File: config.mk
export PLATFORM = sky130hd
export DESIGN_NAME = asrc_top
export DESIGN_NICKNAME = d
export VERILOG_FILES = /design/src/hw/asrc_top.v /design/src/hw/asrc_odr_tick.v /design/src/hw/asrc_inact_timer.v
export VERILOG_INCLUDE_DIRS = /design/src /design/src/shared
export SDC_FILE = /design/constraint.sdc
export NUM_CORES = 1
export LEC_CHECK = 0
export BUFFER_PORTS_ARGS = -buffer_cell sky130_fd_sc_hd__buf_2
export CAP_MARGIN = 20
export CORE_ASPECT_RATIO = 1.5
export CORE_UTILIZATION = 38
export CTS_CLUSTER_DIAMETER = 50
export CTS_CLUSTER_SIZE = 25
export DETAILED_ROUTE_END_ITERATION = 16
export GPL_TIMING_DRIVEN = 0
export SLEW_MARGIN = 25
export SYNTH_ARGS = -nofsm -noshare
export SYNTH_HDL_FRONTEND = slang
export SYNTH_SLANG_ARGS = --single-unit
File: constraint.sdc
create_clock -name i_ref_clk -period 2.93 [get_ports i_ref_clk]
set_input_delay 0.1465 -clock i_ref_clk [delete_from_list [all_inputs] [get_ports i_ref_clk]]
set_output_delay 0.1465 -clock i_ref_clk [all_outputs]
set_load 0.05 [all_outputs]
File: src/shared/asrc_consts.vh
// Constants for the auto-sleep rate control block.
// Assumes a 40 MHz reference clock and byte-wide register access.
`ifndef ASRC_CONSTS_VH
`define ASRC_CONSTS_VH

`define ASRC_CLK_PERIOD_NS        25
`define ASRC_ODR_BASE_PERIOD_NS   1250000
`define ASRC_BASE_CYCLES          (`ASRC_ODR_BASE_PERIOD_NS / `ASRC_CLK_PERIOD_NS)
`define ASRC_INACT_STEP_NS        320000000
`define ASRC_INACT_STEP_SLOW_NS   640000000
`define ASRC_INACT_STEP_TICKS     (`ASRC_INACT_STEP_NS / `ASRC_ODR_BASE_PERIOD_NS)
`define ASRC_INACT_SLOW_TICKS     (`ASRC_INACT_STEP_SLOW_NS / `ASRC_ODR_BASE_PERIOD_NS)

`define ASRC_ADDR_INACT_DUR       8'h29
`define ASRC_ADDR_SYS_CTRL_ONE    8'h2A
`define ASRC_ADDR_SYS_CTRL_TWO    8'h2B
`define ASRC_RESET_BYTE           8'h00
`define ASRC_READ_ZERO            8'h00

`define ASRC_C1_SLEEP_RATE_HI     7
`define ASRC_C1_SLEEP_RATE_LO     6
`define ASRC_C1_RATE_HI           5
`define ASRC_C1_RATE_LO           3
`define ASRC_C1_QUIET             2
`define ASRC_C1_FAST_READ         1
`define ASRC_C1_ACTIVE            0
`define ASRC_C2_DIAG              7
`define ASRC_C2_SOFT_RESET        6
`define ASRC_C2_SLEEP_OS_HI       4
`define ASRC_C2_SLEEP_OS_LO       3
`define ASRC_C2_AUTO_SLEEP        2
`define ASRC_C2_WAKE_OS_HI        1
`define ASRC_C2_WAKE_OS_LO        0

`define ASRC_RATE_SLOWEST         3'h7
`define ASRC_SLEEP_RATE_BASE      1'h1

`define ASRC_DIV_800              10'h001
`define ASRC_DIV_400              10'h002
`define ASRC_DIV_200              10'h004
`define ASRC_DIV_100              10'h008
`define ASRC_DIV_50               10'h010
`define ASRC_DIV_12P5             10'h040
`define ASRC_DIV_6P25             10'h080
`define ASRC_DIV_1P56             10'h200

`endif

File: src/hw/asrc_top.v
// Auto-sleep rate control: power mode, sample rate and sleep/wake sequencing.
// Assumes register accesses and event strobes come from logic on i_ref_clk.
`timescale 1ns/100ps
`default_nettype none
`include "asrc_consts.vh"

module asrc_top
#(
  parameter BASE_CYCLES = `ASRC_BASE_CYCLES
)
(
  // Clock and reset.
  input  wire       i_ref_clk,
  input  wire       i_srst,
  // Register access.
  input  wire [7:0] i_reg_addr,
  input  wire       i_reg_wr,
  input  wire [7:0] i_reg_wdata,
  input  wire       i_reg_rd,
  output reg  [7:0] o_reg_rdata,
  output reg        o_reg_rvalid,
  // Settings held by neighbouring registers.
  input  wire       i_fifo_gate_en,
  input  wire [3:0] i_wake_source_config,
  input  wire [3:0] i_interrupt_enable_config,
  input  wire       i_sleep_int_en,
  // Event strobes from the detection functions and FIFO.
  input  wire       i_transient_source,
  input  wire       i_orientation_source,
  input  wire       i_tap_source,
  input  wire       i_freefall_motion_source,
  input  wire       i_fifo_gate_evt,
  input  wire       i_fifo_empty,
  // Mode and rate outputs.
  output wire       o_active,
  output wire       o_sleeping,
  output wire [2:0] o_output_sample_rate,
  output wire       o_func_tick,
  output wire [1:0] o_oversample_mode,
  output wire       o_quiet_range_mode,
  output wire       o_fast_read,
  output wire       o_diag_shift_enable,
  output wire       o_soft_reset,
  // Sleep transition event and interrupt.
  output reg        o_sleep_transition_source,
  output reg        o_sleep_irq,
  // FIFO control.
  output wire       o_fifo_store_en,
  output reg        o_fifo_flush,
  output reg        o_fifo_gate_err
);

  localparam [1:0] ST_STANDBY = 2'h0;
  localparam [1:0] ST_WAKE    = 2'h1;
  localparam [1:0] ST_SLEEP   = 2'h2;

  reg  [7:0] inactivity_duration_reg;
  reg  [1:0] sleep_rate_select_reg;
  reg  [2:0] output_rate_code_reg;
  reg        quiet_range_mode_reg;
  reg        fast_read_reg;
  reg        active_reg;
  reg        diag_shift_enable_reg;
  reg        soft_reset_reg;
  reg  [1:0] sleep_oversample_mode_reg;
  reg        auto_sleep_enable_reg;
  reg  [1:0] wake_oversample_mode_reg;
  reg  [1:0] state_reg;
  reg  [1:0] state_next;
  reg        hold_reg;
  reg        hold_next;
  reg        gate_err_next;
  reg  [7:0] rdata_next;

  wire       rst_all;
  wire       base_tick;
  wire       odr_tick;
  wire       expired;
  wire       timer_run;
  wire       restart;
  wire       wake_evt;
  wire       rate_change;
  wire [3:0] func_evt;
  wire [2:0] eff_rate;
  wire       wr_ctrl_two;

  // Map the sleep-rate field onto the equivalent data-rate code.
  function [2:0] sleep_rate_code;
    input [1:0] sel;
    begin
      sleep_rate_code = {`ASRC_SLEEP_RATE_BASE, sel};
    end
  endfunction

  // A soft reset takes effect on the cycle after the write.
  assign rst_all     = i_srst || soft_reset_reg;
  assign wr_ctrl_two = i_reg_wr && (i_reg_addr == `ASRC_ADDR_SYS_CTRL_TWO);

  assign func_evt = {i_transient_source, i_orientation_source,
                     i_tap_source, i_freefall_motion_source}
                    & i_interrupt_enable_config;
  // Sleep-transition and sample-ready strobes are deliberately not inputs here.
  assign restart  = (|func_evt) || i_fifo_gate_evt;
  assign wake_evt = |(func_evt & i_wake_source_config);

  assign timer_run = (state_reg == ST_WAKE) && auto_sleep_enable_reg;

  assign eff_rate = (state_reg == ST_SLEEP) ? sleep_rate_code(sleep_rate_select_reg)
                                            : output_rate_code_reg;

  assign rate_change = ((state_reg == ST_WAKE) && (state_next == ST_SLEEP)) ||
                       ((state_reg == ST_SLEEP) && (state_next == ST_WAKE));

  assign o_active             = active_reg;
  assign o_sleeping           = (state_reg == ST_SLEEP);
  assign o_output_sample_rate = eff_rate;
  assign o_func_tick          = odr_tick;
  assign o_oversample_mode    = (state_reg == ST_SLEEP) ? sleep_oversample_mode_reg
                                                        : wake_oversample_mode_reg;
  assign o_quiet_range_mode   = quiet_range_mode_reg;
  assign o_fast_read          = fast_read_reg;
  assign o_diag_shift_enable  = diag_shift_enable_reg;
  assign o_soft_reset         = soft_reset_reg;
  assign o_fifo_store_en      = odr_tick && !hold_reg && (state_reg != ST_STANDBY);

  asrc_odr_tick
  #(
    .BASE_CYCLES (BASE_CYCLES)
  )
  u_odr_tick
  (
    .i_ref_clk   (i_ref_clk),
    .i_srst      (rst_all),
    .i_run       (active_reg),
    .i_rate_code (eff_rate),
    .o_base_tick (base_tick),
    .o_odr_tick  (odr_tick)
  );

  asrc_inact_timer u_inact_timer
  (
    .i_ref_clk   (i_ref_clk),
    .i_srst      (rst_all),
    .i_run       (timer_run),
    .i_restart   (restart),
    .i_slow_unit (output_rate_code_reg == `ASRC_RATE_SLOWEST),
    .i_duration  (inactivity_duration_reg),
    .i_base_tick (base_tick),
    .o_expired   (expired)
  );

  // Power mode sequencing.
  always @*
  begin
    state_next = state_reg;
    case (state_reg)
      ST_STANDBY:
      begin
        if (active_reg)
        begin
          state_next = ST_WAKE;
        end
      end
      ST_WAKE:
      begin
        if (!active_reg)
        begin
          state_next = ST_STANDBY;
        end
        else if (auto_sleep_enable_reg && expired && !restart)
        begin
          state_next = ST_SLEEP;
        end
      end
      ST_SLEEP:
      begin
        if (!active_reg)
        begin
          state_next = ST_STANDBY;
        end
        else if (wake_evt || !auto_sleep_enable_reg)
        begin
          state_next = ST_WAKE;
        end
      end
      default:
      begin
        state_next = ST_STANDBY;
      end
    endcase
  end

  // FIFO hold and gate error; a new hold wins over a same-cycle empty, but an empty blocks a new error.
  always @*
  begin
    hold_next     = hold_reg;
    gate_err_next = o_fifo_gate_err;
    if (i_fifo_empty)
    begin
      hold_next     = 1'b0;
      gate_err_next = 1'b0;
    end
    if (i_fifo_gate_en && rate_change)
    begin
      hold_next = 1'b1;
    end
    if (hold_reg && odr_tick && !i_fifo_empty)
    begin
      gate_err_next = 1'b1;
    end
  end

  // Register read mux; undecoded addresses read as zero.
  always @*
  begin
    case (i_reg_addr)
      `ASRC_ADDR_INACT_DUR:
      begin
        rdata_next = inactivity_duration_reg;
      end
      `ASRC_ADDR_SYS_CTRL_ONE:
      begin
        rdata_next = {sleep_rate_select_reg, output_rate_code_reg,
                      quiet_range_mode_reg, fast_read_reg, active_reg};
      end
      `ASRC_ADDR_SYS_CTRL_TWO:
      begin
        rdata_next = {diag_shift_enable_reg, 1'b0, 1'b0, sleep_oversample_mode_reg,
                      auto_sleep_enable_reg, wake_oversample_mode_reg};
      end
      default:
      begin
        rdata_next = `ASRC_READ_ZERO;
      end
    endcase
  end

  // Register writes.
  always @(posedge i_ref_clk)
  begin
    if (rst_all)
    begin
      inactivity_duration_reg   <= `ASRC_RESET_BYTE;
      sleep_rate_select_reg     <= 2'h0;
      output_rate_code_reg      <= 3'h0;
      quiet_range_mode_reg      <= 1'b0;
      fast_read_reg             <= 1'b0;
      active_reg                <= 1'b0;
      diag_shift_enable_reg     <= 1'b0;
      soft_reset_reg            <= 1'b0;
      sleep_oversample_mode_reg <= 2'h0;
      auto_sleep_enable_reg     <= 1'b0;
      wake_oversample_mode_reg  <= 2'h0;
    end
    else
    begin
      if (i_reg_wr && (i_reg_addr == `ASRC_ADDR_INACT_DUR))
      begin
        inactivity_duration_reg <= i_reg_wdata;
      end
      if (i_reg_wr && (i_reg_addr == `ASRC_ADDR_SYS_CTRL_ONE))
      begin
        sleep_rate_select_reg <= i_reg_wdata[`ASRC_C1_SLEEP_RATE_HI:`ASRC_C1_SLEEP_RATE_LO];
        output_rate_code_reg  <= i_reg_wdata[`ASRC_C1_RATE_HI:`ASRC_C1_RATE_LO];
        quiet_range_mode_reg  <= i_reg_wdata[`ASRC_C1_QUIET];
        fast_read_reg         <= i_reg_wdata[`ASRC_C1_FAST_READ];
        active_reg            <= i_reg_wdata[`ASRC_C1_ACTIVE];
      end
      if (wr_ctrl_two)
      begin
        diag_shift_enable_reg     <= i_reg_wdata[`ASRC_C2_DIAG];
        soft_reset_reg            <= i_reg_wdata[`ASRC_C2_SOFT_RESET];
        sleep_oversample_mode_reg <= i_reg_wdata[`ASRC_C2_SLEEP_OS_HI:`ASRC_C2_SLEEP_OS_LO];
        auto_sleep_enable_reg     <= i_reg_wdata[`ASRC_C2_AUTO_SLEEP];
        wake_oversample_mode_reg  <= i_reg_wdata[`ASRC_C2_WAKE_OS_HI:`ASRC_C2_WAKE_OS_LO];
      end
    end
  end

  // Mode state, transition events and read data.
  always @(posedge i_ref_clk)
  begin
    if (rst_all)
    begin
      state_reg                 <= ST_STANDBY;
      hold_reg                  <= 1'b0;
      o_fifo_gate_err           <= 1'b0;
      o_fifo_flush              <= 1'b0;
      o_sleep_transition_source <= 1'b0;
      o_sleep_irq               <= 1'b0;
      o_reg_rdata               <= `ASRC_READ_ZERO;
      o_reg_rvalid              <= 1'b0;
    end
    else
    begin
      state_reg                 <= state_next;
      hold_reg                  <= hold_next;
      o_fifo_gate_err           <= gate_err_next;
      // Without the gate the FIFO is flushed on every rate change.
      o_fifo_flush              <= rate_change && !i_fifo_gate_en;
      o_sleep_transition_source <= rate_change;
      o_sleep_irq               <= rate_change && i_sleep_int_en;
      o_reg_rvalid              <= i_reg_rd;
      if (i_reg_rd)
      begin
        o_reg_rdata <= rdata_next;
      end
    end
  end

endmodule
`default_nettype wire

File: src/hw/asrc_odr_tick.v
// Output data rate tick generator: base 1.25 ms tick and rate-scaled sample tick.
// Assumes the rate code input is already the effective (wake or sleep) code.
`timescale 1ns/100ps
`default_nettype none
`include "asrc_consts.vh"

module asrc_odr_tick
#(
  parameter BASE_CYCLES = `ASRC_BASE_CYCLES,
  parameter CW          = 24
)
(
  // Clock and reset.
  input  wire       i_ref_clk,
  input  wire       i_srst,
  // Control.
  input  wire       i_run,
  input  wire [2:0] i_rate_code,
  // Ticks.
  output reg        o_base_tick,
  output reg        o_odr_tick
);

  reg  [CW-1:0] cyc_reg;
  reg  [9:0]    div_reg;
  wire [9:0]    div_len;
  wire          base_end;

  // Number of 1.25 ms base ticks in one sample period.
  function [9:0] rate_div;
    input [2:0] code;
    begin
      case (code)
        3'h0:    rate_div = `ASRC_DIV_800;
        3'h1:    rate_div = `ASRC_DIV_400;
        3'h2:    rate_div = `ASRC_DIV_200;
        3'h3:    rate_div = `ASRC_DIV_100;
        3'h4:    rate_div = `ASRC_DIV_50;
        3'h5:    rate_div = `ASRC_DIV_12P5;
        3'h6:    rate_div = `ASRC_DIV_6P25;
        default: rate_div = `ASRC_DIV_1P56;
      endcase
    end
  endfunction

  assign div_len  = rate_div(i_rate_code);
  assign base_end = (cyc_reg == BASE_CYCLES[CW-1:0] - 1'b1);

  always @(posedge i_ref_clk)
  begin
    if (i_srst || !i_run)
    begin
      cyc_reg     <= {CW{1'b0}};
      div_reg     <= 10'h000;
      o_base_tick <= 1'b0;
      o_odr_tick  <= 1'b0;
    end
    else
    begin
      o_base_tick <= base_end;
      o_odr_tick  <= 1'b0;
      if (base_end)
      begin
        cyc_reg <= {CW{1'b0}};
        // A shortened rate restarts the period rather than overrunning it.
        if (div_reg + 10'h001 >= div_len)
        begin
          div_reg    <= 10'h000;
          o_odr_tick <= 1'b1;
        end
        else
        begin
          div_reg <= div_reg + 10'h001;
        end
      end
      else
      begin
        cyc_reg <= cyc_reg + 1'b1;
      end
    end
  end

endmodule
`default_nettype wire

File: src/hw/asrc_inact_timer.v
// Inactivity timer counting duration units of base ticks.
// Assumes one-cycle base ticks from the rate tick generator.
`timescale 1ns/100ps
`default_nettype none
`include "asrc_consts.vh"

module asrc_inact_timer
(
  // Clock and reset.
  input  wire       i_ref_clk,
  input  wire       i_srst,
  // Control.
  input  wire       i_run,
  input  wire       i_restart,
  input  wire       i_slow_unit,
  input  wire [7:0] i_duration,
  input  wire       i_base_tick,
  // Status.
  output wire       o_expired
);

  localparam integer UNIT_FAST_I = `ASRC_INACT_STEP_TICKS;
  localparam integer UNIT_SLOW_I = `ASRC_INACT_SLOW_TICKS;
  localparam [9:0]   UNIT_FAST   = UNIT_FAST_I[9:0];
  localparam [9:0]   UNIT_SLOW   = UNIT_SLOW_I[9:0];

  reg  [9:0] sub_reg;
  reg  [7:0] unit_reg;
  wire [9:0] unit_len;

  assign unit_len  = i_slow_unit ? UNIT_SLOW : UNIT_FAST;
  assign o_expired = i_run && (unit_reg >= i_duration);

  always @(posedge i_ref_clk)
  begin
    if (i_srst || !i_run || i_restart)
    begin
      sub_reg  <= 10'h000;
      unit_reg <= 8'h00;
    end
    else if (i_base_tick && !o_expired)
    begin
      if (sub_reg + 10'h001 >= unit_len)
      begin
        sub_reg  <= 10'h000;
        unit_reg <= unit_reg + 8'h01;
      end
      else
      begin
        sub_reg <= sub_reg + 10'h001;
      end
    end
  end

endmodule
`default_nettype wire

==> results by group <==
Die
  • I/O pin cnt: 62
  • Row count: 49
  • Die area: 13000 sq um
  • Starting density of the core: 39.4%
  • Die width: 93.3 um
  • CORE AREA: 12100 sq um
  • Die Ht: 139 um

Clock network
  • CTS Buf Count: 9
  • TritonCTS clock tree: built
  • Clock Path Buffers: 2
  • H-tree levels: 3
  • Clock slew seen by the registers of the worst setup and hold paths: 0.07 ns
  • Sink Count: 93
  • Worst-Skew Late Latency: 0.34 ns
  • Root Buffer: clkbuf_16

Drt
  • DR pass1 iterations: 5
  • Drt wl/cell: 15.3 um
  • DRT iter0 DRCs: 221
  • DRC viols: 0
  • Via count: 4236
  • Routed WL: 12100 um
  • Vias per Instance: 5.38
  • Antenna-violating nets left: 0

Pwr
  • PD cells: 427 nW/um^2
  • Switch share: 23.1%
  • Pint: 0.00187 W
  • Register share of total power: 51.9%
  • Comb power frac: 3.0%
  • Clock Power Share: 45.1%
  • Sw Pwr: 0.000563 W
  • Leakage: 2.25 nW
  • Max IR drop VDD: 0.244 mV
  • Tot Pwr: 0.00244 W

Synthesis
  • Synth Cell Area: 4760 sq um
  • Count leader, synth: dfxtp_1
  • Synth Net Count: 608
  • Cell variety after synth: 58
  • Synth Instances: 550
  • Number of synthesized flops with an enable pin: 0
  • Mean Syn Cell Area: 8.65 sq um
  • Yosys warns: 0
  • Predominant post-synthesis flop cell: dfxtp_1
  • Dominant cell type by area after synthesis: dfxtp_1
  • Top post-synthesis cells by area: dfxtp_1 (39%), nor2_1 (6.7%), ha_1 (5.8%), mux2i_1 (5.1%), xor2_1 (4.1%)
  • Synth top area share: 39.1%
  • Seq/Total Area, Yosys: 39.1%
  • Most common library cells after synthesis: dfxtp_1 (93), nor2_1 (85), nand2_1 (45), nand3_1 (30), mux2i_1 (24)
  • FFs w/ async S/R, synth: 0%
  • Count of state elements after synthesis: 93

Place
  • Placed instance area: 5280 sq um
  • Post-DP HPWL: 9250 um
  • Port Buf Inserts: 60
  • Pre-CTS setup slack: -0.209 ns
  • Placer Congestion: 0.833

Critical path
  • CP Launch Type: flip-flop
  • Arr. time, crit path: 3.00 ns
  • CP dominant cell by count: nand4_1
  • Cell Chain, Critical Path: nand4_1 -> nor2b_2 -> and3_1 -> xor2_1 -> ha_1 -> nand4_1 -> nor2_1 -> a41oi_4 -> or4_1 -> a21oi_1
  • Setup CP Type: flip-flop to flip-flop
  • Worst path max stage delay: 0.55 ns
  • Crit. End Element: flip-flop
  • Critical path's slowest cell: or4_1
  • Largest fanout on the critical path: 8
  • Critical Path RT: 3.20 ns

Cells and area
  • Area of all placed cells without fillers: 5710 sq um
  • Area Growth Syn to Fin: 20.1%
  • FILL cells: 1191
  • N_diodes: 0
  • Share of cells above drive strength 1: 19.1%
  • Nets: 687
  • Max reg flops: 24

Global routing
  • Grt ovf: 0
  • Vias in the first global route: 4153
  • GRT Resource Usage Total: 19.7%
  • Initial antenna violation count: 0
  • First-pass GRT wire length: 20300 um
  • Largest net degree at the start of global routing: 17

Timing
  • Setup violators final: 0
  • Slew headroom: 53.8%
  • Shortest period the worst path allows: 2.72 ns
  • Fin crit share: 92.9%
  • Max-slew violation count: 0
  • Slew @ Worst Pin: 0.688 ns
  • Setup TNS: 0 ns
  • Hold Fails Final Rpt: 0
  • Fmax: 0.367 GHz
  • Clock Skews: 0.00765 ns
  • Final setup margin: 0.207 ns

Job
  • Max Cap Viol: 0

Worst hold path
  • Hold Path Class: input port to flip-flop

Outcome
  • Status: completed
[power groups by stage]
| stage | combinational, W | sequential [W] | clock [W] |
|---|---|---|---|
| final | 0.0000727 | 0.00126 | 0.00110 |
| after CTS | 0.0000728 | 0.00126 | 0.00113 |
| after global routing | 0.0000782 | 0.00126 | 0.00119 |
| after global placement | 0.0000684 | 0.00129 | 0 |
| after detailed placement | 0.0000691 | 0.00129 | 0 |
| after floorplan | 0.0000245 | 0.00130 | 0 |
[worst max-delay path, delay by kind of cell (launching register included)]
family / cells / cell delay, ns
DFF: 1 / 0.44
and+or+nand+nor: 6 / 1.48
adders and majority gates: 1 / 0.31
xor gates and xnor gates: 1 / 0.08
AOI/OAI and AO/OA: 2 / 0.35
[stage by stage]
step	instances	hold WS (ns)	util (%)
6_report	787	0.0495	47.3
5_1_grt	787	0.0430	47.3
4_1_cts	785	0.0413	46.5
3_5_place_dp	763	0.327	43.7
3_3_place_gp	763	0.327	43.7
2_1_floorplan	550	0.218	-
[path summary, 6_finish.rpt]
kind / start / cells after the start / slack [ns] / to
worst max-delay path: u_inact_timer.sub_reg[4] / 10 / 0.21 / u_inact_timer.unit_reg[4]
worst min-delay path: i_reg_wdata[6] / 3 / 0.05 / o_soft_reset
worst max register to register: u_inact_timer.sub_reg[4] / 10 / 0.21 / u_inact_timer.unit_reg[4]
worst min register to register: u_odr_tick.cyc_reg[0] / 1 / 0.46 / u_odr_tick.cyc_reg[0]
[cells in the final DEF, fill, tap and decap left out, types with 5 or more instances in the layout]
cell type,n
nor2_1,83
nor2b_1,6
clkbuf_1,13
or4_1,6
nand4_1,13
xnor2_1,14
nand2_1,45
o31ai_1,6
clkbuf_16,9
or3_1,8
mux2i_1,23
o211ai_1,9
inv_1,18
and3_1,10
nor3_1,8
nand3_1,29
buf_2,61
o21ai_1,6
buf_4,5
o21ai_0,10
a22oi_1,6
dfxtp_1,90
ha_1,20
and2_1,6
a21oi_1,23
xor2_1,22
[logic make-up after synthesis]
| kind of cell | Yosys count | synth area share, % |
|---|---|---|
| AO/OA/AOI/OAI | 93 | 14.5 |
| adder cells (fa/ha/maj) | 22 | 5.79 |
| XOR/XNOR | 36 | 6.63 |
| multiplexers | 28 | 6.00 |
| buffers and inverters | 38 | 3.37 |
| AND/OR/NAND/NOR | 240 | 24.5 |
| flip-flops | 93 | 39.1 |
[layout make-up]
cell class | count | area, sq um | share of cell area [%]
multi-input combinational | 419 | 2830 | 49.5
sequential | 93 | 1870 | 32.7
timing repair buffer | 68 | 372 | 6.51
clock buffer | 10 | 229 | 4.01
tap | 153 | 191 | 3.35
buffer | 18 | 98.8 | 1.73
inverter | 20 | 77.6 | 1.36
clock inverter | 6 | 47.5 | 0.833
[metal layers]
metal	global-route usage, %	vias up	wire (um)
li1	-	2116	-
met1	22.9	2057	5140
met2	35.3	48	6460
met3	3.18	15	237
met4	7.53	0	216
met5	0	-	0
[what timing repair did]
action / in CTS / in global routing
buffers inserted: 3 / 2
endpoints found under the hold margin: 3 / 0
resized for setup: 4 / 26
hold buffers: 3 / 0
pin swaps: 2 / 5
setup endpoints to repair: 10 / 25
cloned: 0 / 0
No activity file was read; power rests on OpenSTA's default activity.
